--- config.mk ---
export PLATFORM = sky130hd
export DESIGN_NAME = snr_readout
export DESIGN_NICKNAME = d
export VERILOG_FILES = /design/src/verilog/snr_pkg.sv /design/src/verilog/snr_reg_if.sv /design/src/verilog/snr_i2c_target.sv /design/src/verilog/snr_readout.sv
export VERILOG_INCLUDE_DIRS = /design/src /design/src/verilog
export SDC_FILE = /design/constraint.sdc
export NUM_CORES = 1
export LEC_CHECK = 0
export ABC_CLOCK_PERIOD_IN_PS = 2500
export BUFFER_PORTS_ARGS = -buffer_cell sky130_fd_sc_hd__buf_4
export CAP_MARGIN = 20
export CORE_ASPECT_RATIO = 2
export CORE_MARGIN = 1.5
export CORE_UTILIZATION = 60
export DETAILED_ROUTE_END_ITERATION = 8
export PLACE_DENSITY = 0.79
export SYNTH_ARGS = -nofsm -noshare
export SYNTH_HDL_FRONTEND = slang
export SYNTH_SLANG_ARGS = --single-unit
--- constraint.sdc ---
create_clock -name clk -period 2.5 [get_ports clk]
set_clock_uncertainty 0.2 [all_clocks]
set_input_delay 0.125 -clock clk [delete_from_list [all_inputs] [get_ports clk]]
set_output_delay 0.125 -clock clk [all_outputs]
set_load 0.05 [all_outputs]
--- src/verilog/snr_defines.svh ---
// Register offsets, field positions, reset values and link constants for the readout slice
`ifndef SNR_DEFINES_SVH
`define SNR_DEFINES_SVH
`define SNR_OFS_RUN 8'h21
`define SNR_OFS_GO 8'h22
`define SNR_OFS_HALT 8'h23
`define SNR_OFS_ACT 8'h24
`define SNR_OFS_TEMP 8'h30
`define SNR_OFS_HUM 8'h33
`define SNR_BIT_TEMP 0
`define SNR_BIT_HUM 1
`define SNR_RES_CRC_MSB 23
`define SNR_RES_CRC_LSB 17
`define SNR_RES_VALID 16
`define SNR_RUN_RST 2'h0
`define SNR_ACT_RST 2'h0
`define SNR_RES_RST 24'h00_0000
`define SNR_CRC_POLY 7'h09
`define SNR_CRC_INIT 7'h7F
// Arbitrary target address on the two-wire link
`define SNR_LINK_ADDR 7'h2A
`define SNR_LINK_BITS 4'h8
`endif

--- src/verilog/snr_pkg.sv ---
// Shared types for the sensor readout slice
package snr_pkg;
  typedef logic [15:0] snr_sample_t;
  typedef logic [23:0] snr_result_t;
  typedef logic [7:0] snr_byte_t;
  typedef enum logic [2:0] {
    LK_IDLE,
    LK_ADDR,
    LK_ADDR_ACK,
    LK_WRITE,
    LK_WRITE_ACK,
    LK_READ,
    LK_READ_ACK
  } snr_link_e;
endpackage

--- src/verilog/snr_reg_if.sv ---
// Byte-wide register access carrier between the link target and the register slice
`timescale 1ns/100ps
interface snr_reg_if;
  import snr_pkg::*;
  snr_byte_t addr;
  snr_byte_t wrData;
  logic wrStrobe;
  logic rdStrobe;
  snr_byte_t rdData;
  modport target (output addr, output wrData, output wrStrobe, output rdStrobe, input rdData);
  modport regs (input addr, input wrData, input wrStrobe, input rdStrobe, output rdData);
endinterface

--- src/verilog/snr_i2c_target.sv ---
// Two-wire target: address match, register pointer, auto-incrementing byte access
`timescale 1ns/100ps
`include "snr_defines.svh"
module snr_i2c_target
(
  // Clock and reset
  input wire logic clk,
  input wire logic rst_b,
  // Two-wire pins
  input wire logic scl,
  input wire logic sdaIn,
  output logic sdaOut,
  output logic sdaOeB,
  // Register side
  snr_reg_if.target bus
);
  import snr_pkg::*;

  logic [2:0] sclSync_reg;
  logic [2:0] sdaSync_reg;
  snr_link_e state_reg, state_next;
  logic [3:0] cnt_reg, cnt_next;
  snr_byte_t shift_reg, shift_next;
  snr_byte_t ptr_reg, ptr_next;
  snr_byte_t wrData_reg, wrData_next;
  logic rw_reg, rw_next;
  logic first_reg, first_next;
  logic acked_reg, acked_next;
  logic oeB_reg, oeB_next;
  logic wrStb_reg, wrStb_next;
  logic sdaOut_reg;

  // Edge decode uses only the second and third stages, never the first
  wire sclRise = sclSync_reg[1] & ~sclSync_reg[2];
  wire sclFall = ~sclSync_reg[1] & sclSync_reg[2];
  wire sclHigh = sclSync_reg[1] & sclSync_reg[2];
  wire sdaBit = sdaSync_reg[1];
  wire startSeen = sclHigh & ~sdaSync_reg[1] & sdaSync_reg[2];
  wire stopSeen = sclHigh & sdaSync_reg[1] & ~sdaSync_reg[2];
  wire loadByte = sclFall & ~startSeen & ~stopSeen
    & (((state_reg == LK_ADDR_ACK) & rw_reg) | ((state_reg == LK_READ_ACK) & acked_reg));

  // Register side
  assign bus.addr = ptr_reg;
  assign bus.wrData = wrData_reg;
  assign bus.wrStrobe = wrStb_reg;
  assign bus.rdStrobe = loadByte;
  assign sdaOeB = oeB_reg;
  assign sdaOut = sdaOut_reg;

  // Bit-level sequencing; the pin only ever pulls low, so data changes on falling SCL
  always_comb
  begin
    state_next = state_reg;
    cnt_next = cnt_reg;
    shift_next = shift_reg;
    ptr_next = wrStb_reg ? ptr_reg + 8'h01 : ptr_reg;
    wrData_next = wrData_reg;
    rw_next = rw_reg;
    first_next = first_reg;
    acked_next = acked_reg;
    oeB_next = oeB_reg;
    wrStb_next = 1'b0;
    if (startSeen)
    begin
      state_next = LK_ADDR;
      cnt_next = 4'h0;
      oeB_next = 1'b1;
      first_next = 1'b1;
    end
    else if (stopSeen)
    begin
      state_next = LK_IDLE;
      oeB_next = 1'b1;
    end
    else if (loadByte)
    begin
      state_next = LK_READ;
      shift_next = bus.rdData;
      oeB_next = bus.rdData[7];
      cnt_next = 4'h1;
    end
    else
      case (state_reg)
        LK_ADDR, LK_WRITE:
          if (sclRise)
          begin
            shift_next = {shift_reg[6:0], sdaBit};
            cnt_next = cnt_reg + 4'h1;
          end
          else if (sclFall && cnt_reg == `SNR_LINK_BITS)
          begin
            oeB_next = 1'b0;
            if (state_reg == LK_ADDR)
            begin
              rw_next = shift_reg[0];
              state_next = LK_ADDR_ACK;
              if (shift_reg[7:1] != `SNR_LINK_ADDR)
              begin
                oeB_next = 1'b1;
                state_next = LK_IDLE;
              end
            end
            else
            begin
              state_next = LK_WRITE_ACK;
              first_next = 1'b0;
              if (first_reg)
                ptr_next = shift_reg;
              else
              begin
                wrStb_next = 1'b1;
                wrData_next = shift_reg;
              end
            end
          end
        LK_ADDR_ACK, LK_WRITE_ACK:
          if (sclFall)
          begin
            oeB_next = 1'b1;
            cnt_next = 4'h0;
            state_next = LK_WRITE;
          end
        LK_READ:
          if (sclFall)
          begin
            cnt_next = cnt_reg + 4'h1;
            shift_next = {shift_reg[6:0], 1'b0};
            oeB_next = shift_reg[6];
            if (cnt_reg == `SNR_LINK_BITS)
            begin
              oeB_next = 1'b1;
              ptr_next = ptr_reg + 8'h01;
              state_next = LK_READ_ACK;
            end
          end
        LK_READ_ACK:
          if (sclRise)
            acked_next = ~sdaBit;
          else if (sclFall)
            state_next = LK_IDLE;
        default:
          state_next = LK_IDLE;
      endcase
  end

  // Pin synchronisers and sequencing state
  always_ff @(posedge clk or negedge rst_b)
  begin
    if (!rst_b)
    begin
      sclSync_reg <= 3'h7;
      sdaSync_reg <= 3'h7;
      state_reg <= LK_IDLE;
      cnt_reg <= 4'h0;
      shift_reg <= 8'h00;
      ptr_reg <= 8'h00;
      wrData_reg <= 8'h00;
      rw_reg <= 1'b0;
      first_reg <= 1'b1;
      acked_reg <= 1'b0;
      oeB_reg <= 1'b1;
      wrStb_reg <= 1'b0;
      sdaOut_reg <= 1'b0;
    end
    else
    begin
      sclSync_reg <= {sclSync_reg[1:0], scl};
      sdaSync_reg <= {sdaSync_reg[1:0], sdaIn};
      state_reg <= state_next;
      cnt_reg <= cnt_next;
      shift_reg <= shift_next;
      ptr_reg <= ptr_next;
      wrData_reg <= wrData_next;
      rw_reg <= rw_next;
      first_reg <= first_next;
      acked_reg <= acked_next;
      oeB_reg <= oeB_next;
      wrStb_reg <= wrStb_next;
      sdaOut_reg <= 1'b0;
    end
  end
endmodule

--- src/verilog/snr_readout.sv ---
// Measurement control, activity status and double-buffered result readouts
`timescale 1ns/100ps
`include "snr_defines.svh"
// Notes on behaviour
// [RL1] Writing one to halt bit 1 ends continuous humidity measurement.
// [RL2] Writing one to halt bit 0 ends continuous temperature measurement.
// [RL3] A zero in a halt bit leaves that sensor running.
// [RL4] Activity bit 1 shows humidity measuring; zero when idle and after reset.
// [RL5] Activity bit 0 shows temperature measuring, zero when idle.
// [RL6] Temperature readout holds the latest completed temperature result.
// [RL7] Humidity readout holds the latest completed humidity result.
// [RL8] Temperature readout bits 23:17 carry CRC over data and valid bit.
// [RL9] Temperature valid bit set only for a real result.
// [RL10] Temperature data is little-endian 16-bit count of 1/64 kelvin.
// [RL11] Humidity readout bits 23:17 carry CRC over data and valid bit.
// [RL12] Humidity valid bit set only for a real result.
// [RL13] Humidity data is little-endian 16-bit count of 1/512 percent.
// [RL14] Reading a readout's first byte freezes all three bytes for the rest.
// [RL15] Run-mode bit per sensor: zero single shot, one continuous.
// [RL16] Writing one to a go bit starts that sensor measuring.
// [RL17] On completion update readout with valid set; single shot goes idle.
// [RL18] Host reads all three bytes from the first and checks valid and CRC.
module snr_readout
(
  // Clock and reset
  input wire logic clk,
  input wire logic rst_b,
  // Two-wire host pins
  input wire logic scl,
  input wire logic sdaIn,
  output logic sdaOut,
  output logic sdaOeB,
  // Temperature front end
  output logic tempStart,
  input wire logic tempDone,
  input wire snr_pkg::snr_sample_t tempData,
  // Humidity front end
  output logic humStart,
  input wire logic humDone,
  input wire snr_pkg::snr_sample_t humData
);
  import snr_pkg::*;

  // CRC-7 over the valid bit and data field, valid bit first
  function automatic logic [6:0] crc7(input logic valid, input snr_sample_t data);
    logic [16:0] msg;
    logic [6:0] crc;
    logic fb;
    msg = {valid, data};
    crc = `SNR_CRC_INIT;
    for (int i = 16; i >= 0; i--)
    begin
      fb = crc[6] ^ msg[i];
      crc = {crc[5:0], 1'b0};
      if (fb)
        crc = crc ^ `SNR_CRC_POLY;
    end
    return crc;
  endfunction

  // Byte lane of a three-byte readout, lowest byte at the lowest offset
  function automatic snr_byte_t pickByte(input snr_result_t res, input logic [1:0] lane);
    case (lane)
      2'h0: return res[7:0];
      2'h1: return res[15:8];
      2'h2: return res[23:16];
      default: return 8'h00;
    endcase
  endfunction

  snr_reg_if bus ();

  logic [1:0] run_reg, run_next;
  logic [1:0] active_reg, active_next;
  logic [1:0] start_reg, start_next;
  snr_result_t live_reg [0:1];
  snr_result_t live_next [0:1];
  snr_result_t hold_reg [0:1];
  snr_result_t hold_next [0:1];
  snr_sample_t sample [0:1];

  // Link target drives the pins and the byte access carrier
  snr_i2c_target u_link
  (
    .clk(clk),
    .rst_b(rst_b),
    .scl(scl),
    .sdaIn(sdaIn),
    .sdaOut(sdaOut),
    .sdaOeB(sdaOeB),
    .bus(bus.target)
  );

  // Write decode; reserved bits of every write are ignored
  wire runWr = bus.wrStrobe && bus.addr == `SNR_OFS_RUN;
  wire goWr = bus.wrStrobe && bus.addr == `SNR_OFS_GO;
  wire haltWr = bus.wrStrobe && bus.addr == `SNR_OFS_HALT;
  wire [1:0] goBits = goWr ? bus.wrData[1:0] : 2'h0;
  wire [1:0] haltBits = haltWr ? bus.wrData[1:0] : 2'h0;

  // Completions count only while that sensor is marked measuring
  wire [1:0] doneVec = {humDone, tempDone};
  wire [1:0] doneAcc = doneVec & active_reg;
  assign sample[`SNR_BIT_TEMP] = tempData;
  assign sample[`SNR_BIT_HUM] = humData;

  // Per-sensor control; halt and go live at different offsets so they never collide
  assign run_next = runWr ? bus.wrData[1:0] : run_reg; // RL15
  assign active_next = (active_reg & ~haltBits & ~(doneAcc & ~run_reg)) | goBits; // RL1 RL2 RL3 RL16 RL17
  assign start_next = goBits | (doneAcc & run_reg & ~haltBits); // RL15 RL16

  // Readout first-byte access and result update per sensor
  wire [1:0] firstRead;
  assign firstRead[`SNR_BIT_TEMP] = bus.rdStrobe && bus.addr == `SNR_OFS_TEMP;
  assign firstRead[`SNR_BIT_HUM] = bus.rdStrobe && bus.addr == `SNR_OFS_HUM;
  generate
    for (genvar s = 0; s < 2; s++)
    begin : g_sensor
      // Fresh result carries valid set and its own CRC
      assign live_next[s] = doneAcc[s] ? {crc7(1'b1, sample[s]), 1'b1, sample[s]}
                                       : live_reg[s]; // RL6 RL7 RL8 RL9 RL11 RL12 RL17
      // Frozen copy so a completion mid-read cannot tear the three bytes
      assign hold_next[s] = firstRead[s] ? live_reg[s] : hold_reg[s]; // RL14
    end
  endgenerate

  // Read selection; first byte comes live since the copy is taken in the same cycle
  wire [7:0] tempOfs1 = `SNR_OFS_TEMP + 8'h01;
  wire [7:0] tempOfs2 = `SNR_OFS_TEMP + 8'h02;
  wire [7:0] humOfs1 = `SNR_OFS_HUM + 8'h01;
  wire [7:0] humOfs2 = `SNR_OFS_HUM + 8'h02;
  assign bus.rdData =
    (bus.addr == `SNR_OFS_RUN) ? {6'h00, run_reg} :
    (bus.addr == `SNR_OFS_ACT) ? {6'h00, active_reg} : // RL4 RL5
    (bus.addr == `SNR_OFS_TEMP) ? pickByte(live_reg[`SNR_BIT_TEMP], 2'h0) : // RL10
    (bus.addr == tempOfs1) ? pickByte(hold_reg[`SNR_BIT_TEMP], 2'h1) : // RL14
    (bus.addr == tempOfs2) ? pickByte(hold_reg[`SNR_BIT_TEMP], 2'h2) :
    (bus.addr == `SNR_OFS_HUM) ? pickByte(live_reg[`SNR_BIT_HUM], 2'h0) : // RL13
    (bus.addr == humOfs1) ? pickByte(hold_reg[`SNR_BIT_HUM], 2'h1) :
    (bus.addr == humOfs2) ? pickByte(hold_reg[`SNR_BIT_HUM], 2'h2) :
    8'h00;

  // Front-end start pulses leave straight from flops
  assign tempStart = start_reg[`SNR_BIT_TEMP];
  assign humStart = start_reg[`SNR_BIT_HUM];

  // Control and status flops
  always_ff @(posedge clk or negedge rst_b)
  begin
    if (!rst_b)
    begin
      run_reg <= `SNR_RUN_RST;
      active_reg <= `SNR_ACT_RST;
      start_reg <= 2'h0;
    end
    else
    begin
      run_reg <= run_next;
      active_reg <= active_next;
      start_reg <= start_next;
    end
  end

  // Readout and holding copies, indexed by sensor
  always_ff @(posedge clk or negedge rst_b)
  begin
    if (!rst_b)
    begin
      for (int i = 0; i < 2; i++)
      begin
        live_reg[i] <= `SNR_RES_RST;
        hold_reg[i] <= `SNR_RES_RST;
      end
    end
    else
    begin
      for (int i = 0; i < 2; i++)
      begin
        live_reg[i] <= live_next[i];
        hold_reg[i] <= hold_next[i];
      end
    end
  end
endmodule

After elaboration in Yosys (flattened, before gate mapping)
Index checks and enable logic that the tools add are counted.
{"block": "word_totals", "register_bits": 138, "input_bits": 38, "output_inout_bits": 4, "word_cells": 273}
{"block": "op_classes", "eq_ne": 34, "add_sub_neg": 2, "n_mux": 103, "n_reduce_logical": 21, "bitwise": 94}
{"operator": "$mux W8", "n": 21}
{"operator": "$mux W4", "n": 38}
{"operator": "$eq A8 B6 Y1 const B", "n": 10}
{"operator": "$not A2 Y2", "n": 33}
{"operator": "$mux W3", "n": 11}
{"operator": "$pmux W8 S2", "n": 2}
{"operator": "$mux W1", "n": 25}
{"operator": "$ne A5 B2 Y1 const B", "n": 5}
{"operator": "$xor A1 B1 Y1", "n": 24}
{"operator": "$reduce_and A5 Y1", "n": 4}
{"operator": "$reduce_and A7 Y1", "n": 2}
{"operator": "$and A1 B1 Y1", "n": 12}
{"operator": "$and A2 B2 Y2", "n": 6}
{"operator": "$ne A4 B2 Y1 const B", "n": 3}
{"operator": "$pmux W3 S4", "n": 1}
{"operator": "$pmux W4 S3", "n": 1}
{"operator": "$ne A5 B5 Y1 const B", "n": 2}
{"operator": "$not A1 Y1", "n": 10}
{"operator": "$eq A3 B3 Y1 const B", "n": 3}
{"operator": "$add A8 B1 Y8 const B", "n": 1}
{"operator": "$reduce_and A8 Y1", "n": 1}
{"operator": "$ne A7 B6 Y1 const B", "n": 1}
{"operator": "$eq A3 B2 Y1 const B", "n": 2}
{"operator": "$logic_and A1 B1 Y1", "n": 6}
{"operator": "17 further kinds", "n": 30}

Logic depth before layout (Yosys ltp)
Gate-level depths: netlist (run 1).
{"block": "depth", "depth_word": 31, "mapped_depth": 9, "ltp_nobuf": 7}

Hierarchy
From an unflattened synthesis (run 1), not the netlist that was laid out.
{"block": "unflattened", "cells_unflattened": 607, "hier_area_um2": 6668.9}
{"mod": "snr_readout", "area_each_um2": 4331.7, "seq_area_each_um2": 2152.1, "cells_each": 366, "n_inst": 1}
{"mod": "snr_i2c_target", "area_each_um2": 2337.2, "seq_area_each_um2": 1061.0, "cells_each": 241, "n_inst": 1}

Worst setup path after synthesis (run 1)
Ideal clock, no wire load.
{"block": "synth_timing", "kind": "reg2reg", "from": "register u_link.ptr_reg[0], in the netlist u_link.bus.addr[0]", "to": "register u_link.shift_reg[5]", "period_less_slack_ns": 2.222, "arrival_ns": 1.879, "path_stages_with_launch": 10, "slack_ns": 0.278, "path_cell_list": "dfrtp_1 inv_1 ha_1 clkbuf_1 clkbuf_1 nand2_1 a21oi_1 o22a_1 a2111oi_0 o221ai_1"}
{"block": "synth_via", "elab_chain_len": 10, "word_cells_on_any_way": 17, "cone_classes": "eq/ne (8); mux (9)"}
{"item": "from (decl)", "line": "snr_i2c_target.sv:24", "rtl": "snr_byte_t ptr_reg, ptr_next;"}
{"item": "from (signal assigned)", "line": "snr_i2c_target.sv:173", "rtl": "ptr_reg <= ptr_next;"}
{"item": "$eq A8 B6 Y1", "line": "snr_readout.sv:140", "rtl": "(bus.addr == humOfs2) ? pickByte(hold_reg[`SNR_BIT_HUM], 2'h2) :"}
{"item": "$mux W8", "line": "snr_readout.sv:140"}
{"item": "$mux W8", "line": "snr_readout.sv:139", "rtl": "(bus.addr == humOfs1) ? pickByte(hold_reg[`SNR_BIT_HUM], 2'h1) :"}
{"item": "$mux W8", "line": "snr_readout.sv:138", "rtl": "(bus.addr == `SNR_OFS_HUM) ? pickByte(live_reg[`SNR_BIT_HUM], 2'h0) :"}
{"item": "$mux W8", "line": "snr_readout.sv:137", "rtl": "(bus.addr == tempOfs2) ? pickByte(hold_reg[`SNR_BIT_TEMP], 2'h2) :"}
{"item": "$mux W8", "line": "snr_readout.sv:136", "rtl": "(bus.addr == tempOfs1) ? pickByte(hold_reg[`SNR_BIT_TEMP], 2'h1) :"}
{"item": "$mux W8", "line": "snr_readout.sv:135", "rtl": "(bus.addr == `SNR_OFS_TEMP) ? pickByte(live_reg[`SNR_BIT_TEMP], 2'h0) :"}
{"item": "$mux W8", "line": "snr_readout.sv:134", "rtl": "(bus.addr == `SNR_OFS_ACT) ? {6'h00, active_reg} :"}
{"item": "$mux W8 (*)", "line": "snr_readout.sv:133", "rtl": "(bus.addr == `SNR_OFS_RUN) ? {6'h00, run_reg} :"}
{"item": "$mux W8 (*)", "line": "snr_i2c_target.sv:76", "rtl": "else if (loadByte)"}
{"item": "to (signal assigned)", "line": "snr_i2c_target.sv:172", "rtl": "shift_reg <= shift_next;"}
{"item": "to (decl)", "line": "snr_i2c_target.sv:23", "rtl": "snr_byte_t shift_reg, shift_next;"}
Every way passes the cells marked *; elsewhere a longest branch is shown, timed or not.
A chain may end at the register's enable or synchronous reset.

Worst setup path after layout (run 1)
{"block": "layout_timing", "from": "register u_link.state_reg[2]", "to": "register hold_reg[36] (netlist name)"}
{"block": "layout_via", "elab_chain_len": 5, "word_cells_on_any_way": 7, "cone_classes": "eq/ne (2); bitwise (4); reduce/logical (1)"}
{"item": "from (decl)", "line": "snr_i2c_target.sv:21", "rtl": "snr_link_e state_reg, state_next;"}
{"item": "from (signal assigned)", "line": "snr_i2c_target.sv:170", "rtl": "state_reg <= state_next;"}
{"item": "$eq A3 B2 Y1 or $eq A3 B3 Y1 (tied branches)", "line": "snr_i2c_target.sv:41", "rtl": "& (((state_reg == LK_ADDR_ACK) & rw_reg) | ((state_reg == LK_READ_ACK) & acked_reg));"}
{"item": "$and A1 B1 Y1", "line": "snr_i2c_target.sv:41"}
{"item": "$or A1 B1 Y1 (*)", "line": "snr_i2c_target.sv:41"}
{"item": "$and A1 B1 Y1 (*)", "line": "snr_i2c_target.sv:41"}
{"item": "$logic_and A1 B1 Y1 (no source line) (*)"}
{"item": "to (signal, indexed assignment)", "line": "snr_readout.sv:172", "rtl": "hold_reg[i] <= `SNR_RES_RST;"}
{"item": "to (signal, indexed assignment)", "line": "snr_readout.sv:180", "rtl": "hold_reg[i] <= hold_next[i];"}
{"item": "to (decl)", "line": "snr_readout.sv:78", "rtl": "snr_result_t hold_reg [0:1];"}
Marks and branches as above.

==> reports/qor.txt, run 1 <==
Mapped Avg Cell Area: 10.9 um^2
WP data arrival: 2.42 ns
number of DRC markers in iteration 0: 340
fin util: 76.2%
post-synthesis instance total: 596
sequential share of the synthesized area: 47.1%
core area: 10500 um^2
Clk network pwr share: 45.9%
Largest register FFs: 48
I/O Buffers: 40
area grow syn2layout: 23.4%
critical path type: flop to flop
slew at the pin closest to its max-slew limit: 0.887 ns
final wirelength: 17700 um
final hold vios: 0
number of nets with antenna violations after routing: 0
CTS root buf: clkbuf_16
Die ar.: 11500 um^2
fillers: 671
io pins: 42
Post-synth EDFFs: 0
first-pass GRT wire length: 28500 um
post-synth top area share: 43.8%
CTS tree: built
type of origin of the critical path: flop
routed length per instance: 21.0 um
DIE WIDTH: 76.6 um
Row Count: 53
post-route setup slack: 0.177 ns
H-tree Lvls: 4
RR Endpoint: hold_reg[36]$_DFFE_PN0P_
cell taking the most area after synthesis: dfrtp_1
Vias: 5131
worst skew pair latency: 0.42 ns
maximum clock frequency: 430 MHz
reg2reg path depth: 5
RSZ-0062 raised after global routing: false
Gate power share: 11.3%
share of flip-flops with an asynchronous set or reset: 100%
Net Count, Synth: 640
Pwr Total: 5.27 mW
Antenna Cells: 0
drt pass-1 iters: 7
relative slew slack: 40.7%
Hold WC Path Type: primary input to async pin
Int Power: 3.95 mW
height of the die: 150 um
number of synthesis warnings: 0
max-cap violation count: 0
Flop pwr share: 42.8%
Req. time, crit path: 2.60 ns
CTS Buffer Depth: 2
clk slew on worst S/H paths: 0.06 ns
Avg Vias per Cell: 6.11
top_reg_cell synth: dfrtp_1
Final Max Slew Viols: 0
largest net degree at the start of global routing: 66
Leak Pwr: 3.62 nW
area of the multi-input gates: 3210 um^2
layout cell share with drive strength beyond 1: 27.5%
pre-CTS setup slack: 0.160 ns
fin crit share: 92.9%
Hold WS: 0.0476 ns
status: completed
Sequential Area: 3060 um^2
reg-to-reg slack, setup: 0.18 ns
final setup fails: 0
initial antenna violation count: 0
total gr overflow: 0
Max FO, Critical Path: 16
synthesis-stage register bit count: 122
Mapped Area: 6510 um^2
Routability Congestion: 0.946
sw frac: 25.1%
CP endpoint kind: flop
Crit Reg-Reg Startpoint: u_link.state_reg[2]$_DFFE_PN0P_
DRC errors left: 0
via count of the first global-routing pass: 5389
post-DP HPWL: 12100 um
Switching Power: 1.32 mW
starting density of the core: 61.7%
gr usage total: 33.0%
Num CTS Buffers: 17
power density over the cells: 656 nW/um^2
Synth cell types: 69
final net count: 734
peak supply drop: 0.568 mV
fin crit period: 2.32 ns
leading post-synthesis cells by cell area: dfrtp_1 44%, mux2_2 9.0%, xnor2_1 5.9%
setup_tns: 0 ns
clock sinks: 122
-- worst max-delay path: stages (launching register included) --
cell,delay (ns)
dfrtp_1,0.55
mux2i_1,0.27
or2_1,0.35
or2_1,0.16
buf_4,0.28
mux2_2,0.38
-- layout by cell type, fill, tap and decap left out, types with 12 or more instances in the layout --
cell type and n:
nor2_1 24, buf_4 68, mux2_2 52, mux2_4 20, nand2b_1 12, dfrtp_1 114
dlygate4sd3_1 38, o21ai_0 36, a21oi_1 24, xnor2_1 44, clkbuf_16 17, nand2_1 56
inv_1 19
-- power by group through the flow --
stage / clock, mW / sequential (mW) / combinational, mW
2_1_floorplan: 0 / 2.25 / 0.360
3_3_place_gp: 0 / 2.27 / 0.521
3_5_place_dp: 0 / 2.29 / 0.542
4_1_cts: 2.45 / 2.25 / 0.595
5_1_grt: 2.54 / 2.27 / 0.666
6_report: 2.42 / 2.26 / 0.594
-- what timing repair did --
item / 4_1_cts / 5_1_grt
endpoints found under the hold margin: 165 / 0
gates resized for setup: 0 / 4
buffers inserted: 0 / 0
endpoints found under the setup margin: 0 / 7
hold buffers: 38 / 0
-- per-stage QoR --
| step | cells | cell area, um^2 |
|---|---|---|
| floorplan | 596 | 6510 |
| global placement | 770 | 7050 |
| detailed placement | 770 | 7050 |
| CTS | 840 | 8020 |
| global route | 840 | 8030 |
| finish | 840 | 8030 |
-- cells in the mapped netlist (all sizes together) (5+ instances only) --
| master | number |
|---|---|
| nand2 | 56 |
| nor4b | 5 |
| mux2i | 5 |
| nand2b | 12 |
| nand3b | 8 |
| nand4 | 6 |
| o221ai | 9 |
| nand3 | 10 |
| a21oi | 24 |
| clkbuf | 23 |
| and3 | 5 |
| a221oi | 5 |
| nor2 | 25 |
| buf | 10 |
| dfrtp | 114 |
| xnor2 | 44 |
| a211oi | 5 |
| nor3 | 5 |
| dfstp | 8 |
| nor2b | 9 |
| o21ai | 36 |
| inv | 19 |
| ha | 6 |
| xor2 | 9 |
| mux2 | 72 |
-- routing by layer --
layer | up-vias | share of wire [%] | track usage (%) | routed length, um
li1 | 2330 | - | - | -
met1 | 2565 | 36 | 34.6 | 6370
met2 | 175 | 56 | 61.3 | 9830
met3 | 61 | 3.0 | 5.70 | 535
met4 | 0 | 5.2 | 19.0 | 923
met5 | - | 0 | 0 | 0
-- how the worst max path moves through the flow --
stage                                    start                         endpoint  cells past startpoint
2_1_floorplan     u_link.bus.addr[0]$_DFF_PN0_  u_link.shift_reg[5]$_DFFE_PN0P_                      9
3_3_place_gp      u_link.bus.addr[0]$_DFF_PN0_  u_link.shift_reg[4]$_DFFE_PN0P_                      7
3_5_place_dp      u_link.bus.addr[1]$_DFF_PN0_  u_link.shift_reg[2]$_DFFE_PN0P_                      6
4_1_cts           u_link.bus.addr[1]$_DFF_PN0_  u_link.shift_reg[2]$_DFFE_PN0P_                      6
5_1_grt           u_link.bus.addr[0]$_DFF_PN0_  u_link.shift_reg[2]$_DFFE_PN0P_                      7
6_report       u_link.state_reg[2]$_DFFE_PN0P_         hold_reg[36]$_DFFE_PN0P_                      5
-- cells by family after synthesis --
kind of cell / synth area share [%]
AND/OR/NAND/NOR: 13.6
buffers and inverters: 3.79
multiplexers: 14.4
adder cells (fa/ha/maj): 1.15
other: 0.0576
AO/OA/AOI/OAI: 12.8
XOR/XNOR: 7.13
flip-flops: 47.1
-- cell type report --
class | count | area share [%]
sequential | 122 | 38.1
multi-input combinational | 422 | 40.0
clock buffer | 18 | 5.47
timing repair buffer | 108 | 11.6
inverter | 19 | 0.888
tap | 137 | 2.13
clock inverter | 14 | 1.82
No activity file was read; power rests on OpenSTA's default activity.
==> inputs of run 2 (changes only) <==
- CORE_UTILIZATION: 60 -> 61
- PLACE_DENSITY: 0.79 -> 0.8
==> reports/qor.txt, run 2 (same netlist as run 1, synthesis figures left out) <==
reg2reg path depth: 5 (unchanged)
most frequent cells in the layout: 114 x dfrtp_1, 65 x buf_4, 56 x nand2_1
routed length per instance: 21.3 um (+1.5%)
final net count: 730 (-0.54%)
Largest register FFs: 48 (unchanged)
fin crit period: 2.34 ns (+0.0215 ns)
RR Endpoint: hold_reg[21]$_DFFE_PN0P_
slew at the pin closest to its max-slew limit: 0.881 ns (-0.00598 ns)
placed cell areas: 7030 um^2 (-0.32%)
final setup fails: 0 (unchanged)
clock sinks: 122 (unchanged)
Req. time, crit path: 2.60 ns (about the same)
CTS Buffer Depth: 2 (unchanged)
DIE WIDTH: 76.0 um (-0.79%)
reg-to-reg slack, setup: 0.16 ns (-0.02 ns)
power density over the cells: 653 nW/um^2 (-0.46%)
height of the die: 149 um (-0.81%)
drt pass-1 iters: 6 (-1)
Antenna Cells: 0 (unchanged)
Hold WC Path Type: primary input to async pin
total gr overflow: 0 (unchanged)
Final Max Slew Viols: 0 (unchanged)
Avg Vias per Cell: 6.14 (+0.50%)
Routability Congestion: 0.924 (-2.4%)
CTS root buf: clkbuf_16
max-cap violation count: 0 (unchanged)
RSZ-0062 raised after global routing: false
post-CTS setup buffer count: 0 (unchanged)
Crit Reg-Reg Startpoint: u_link.state_reg[1]$_DFFE_PN0P_
Vias: 5132 (+0.019%)
Design Area, Final: 7970 um^2 (-0.78%)
Hold WS: 0.116 ns (+0.0683 ns)
H-tree Lvls: 4 (unchanged)
setup_tns: 0 ns (unchanged)
largest net degree at the start of global routing: 123 (+86%)
status: completed
CP endpoint kind: flop
gr usage total: 33.5% (+0.51 points)
CTS tree: built
Worst path top cell family by delay: simple AND/OR/NAND/NOR gates
worst skew pair latency: 0.42 ns (about the same)
I/O Buffers: 40 (unchanged)
clk slew on worst S/H paths: 0.06 ns (about the same)
initial antenna violation count: 0 (unchanged)
via count of the first global-routing pass: 5466 (+1.4%)
maximum clock frequency: 427 MHz (-0.92%)
fin crit share: 93.8% (+0.86 points)
core area: 10500 um^2 (-0.63%)
worst path cell trace: nand4bb_1, or2_1, nor2b_4, nand3_4, mux2_4
io pins: 42 (unchanged)
Max FO, Critical Path: 16 (unchanged)
layout cell share with drive strength beyond 1: 26.8% (-0.70 points)
Num CTS Buffers: 17 (unchanged)
critical path's slowest cell: dfrtp_1
peak supply drop: 0.550 mV (-3.2%)
starting density of the core: 62.1% (+0.39 points)
DRC errors left: 0 (unchanged)
CP Launch Point: u_link.state_reg[1]$_DFFE_PN0P_
WP data arrival: 2.44 ns (+0.02 ns)
worst stage delay on the critical path: 0.58 ns (+0.03 ns)
first-pass GRT wire length: 28500 um (-0.29%)
Pwr Total: 5.21 mW (-1.2%)
most common cell after layout, fill and taps aside: dfrtp_1
final wirelength: 17800 um (+0.97%)
number of nets with antenna violations after routing: 0 (unchanged)
type of origin of the critical path: flop
number of DRC markers in iteration 0: 380 (+12%)
Leak Pwr: 3.58 nW (-0.99%)
area grow syn2layout: 22.4%
Die ar.: 11300 um^2 (-1.6%)
relative slew slack: 41.1% (+0.45 points)
Row Count: 53 (unchanged)
critical path type: flop to flop
Buf/Inv on CP: 0 (-1)
post-DP HPWL: 11900 um (-1.4%)
final hold vios: 0 (unchanged)
[run 2: cell types whose count changed in the layout (fill, tap and decap cells not counted), sizes merged]
cell	before	now
clkinv	9	6
buf	70	67
clkbuf	18	19
clkinvlp	0	2
dlygate4sd3	38	37
inv	22	23
bufinv	2	1
[run 2: timing repair]
action	in CTS	in global routing
hold endpoints to repair	162	0
resized for setup	0	2
setup endpoints to repair	0	5
hold buffers	37	0
[run 2: worst max-delay path by stage]
stage	endpoint	slack (ns)	cells after the start
floorplan	u_link.shift_reg[5]$_DFFE_PN0P_	0.28	9
finish	hold_reg[21]$_DFFE_PN0P_	0.16	5
global route	u_link.shift_reg[4]$_DFFE_PN0P_	0.04	7
detailed placement	u_link.sdaOeB$_DFFE_PN1P_	0.12	7
CTS	u_link.sdaOeB$_DFFE_PN1P_	0.11	7
global placement	u_link.shift_reg[4]$_DFFE_PN0P_	0.15	7
[run 2: final cells by class]
| type | instances | area, um^2 |
|---|---|---|
| clock buffer | 19 | 443 |
| clock inverter | 13 | 118 |
| fill | 694 | 2510 |
| inverter | 19 | 71.3 |
| multi-input combinational | 422 | 3200 |
| sequential | 122 | 3060 |
| tap | 137 | 171 |
| timing repair buffer | 104 | 898 |
[run 2: stage by stage]
| step | setup slack (ns) | util, % | instances |
|---|---|---|---|
| after CTS | 0.111 | 76.0 | 836 |
| after detailed placement | 0.123 | 67.1 | 767 |
| after floorplan | 0.278 | - | 596 |
| final | 0.155 | 76.0 | 836 |
| after global placement | 0.148 | 67.1 | 767 |
| after global routing | 0.0410 | 76.0 | 836 |
[run 2: power breakdown]
group / total [mW] / leakage, nW / internal (mW) / switching, mW
combinational: 0.613 / 1.72 / 0.311 / 0.302
clock: 2.33 / 0.274 / 1.40 / 0.931
sequential: 2.26 / 1.59 / 2.14 / 0.122
total: 5.21 / 3.58 / 3.85 / 1.36
[run 2: worst reg2reg max path, cell delays in order, from the launching register on]
cell	delay (ns)
dfrtp_1	0.58
nand4bb_1	0.19
or2_1	0.41
nor2b_4	0.20
nand3_4	0.26
mux2_4	0.39
[run 2: per-layer routing]
metal | global-route usage, % | routed length (um) | vias up
li1 | - | - | 2324
met3 | 5.50 | 541 | 57
met2 | 63.3 | 10000 | 164
met1 | 33.3 | 6350 | 2587
met4 | 21.9 | 916 | 0
met5 | 0 | 0 | -
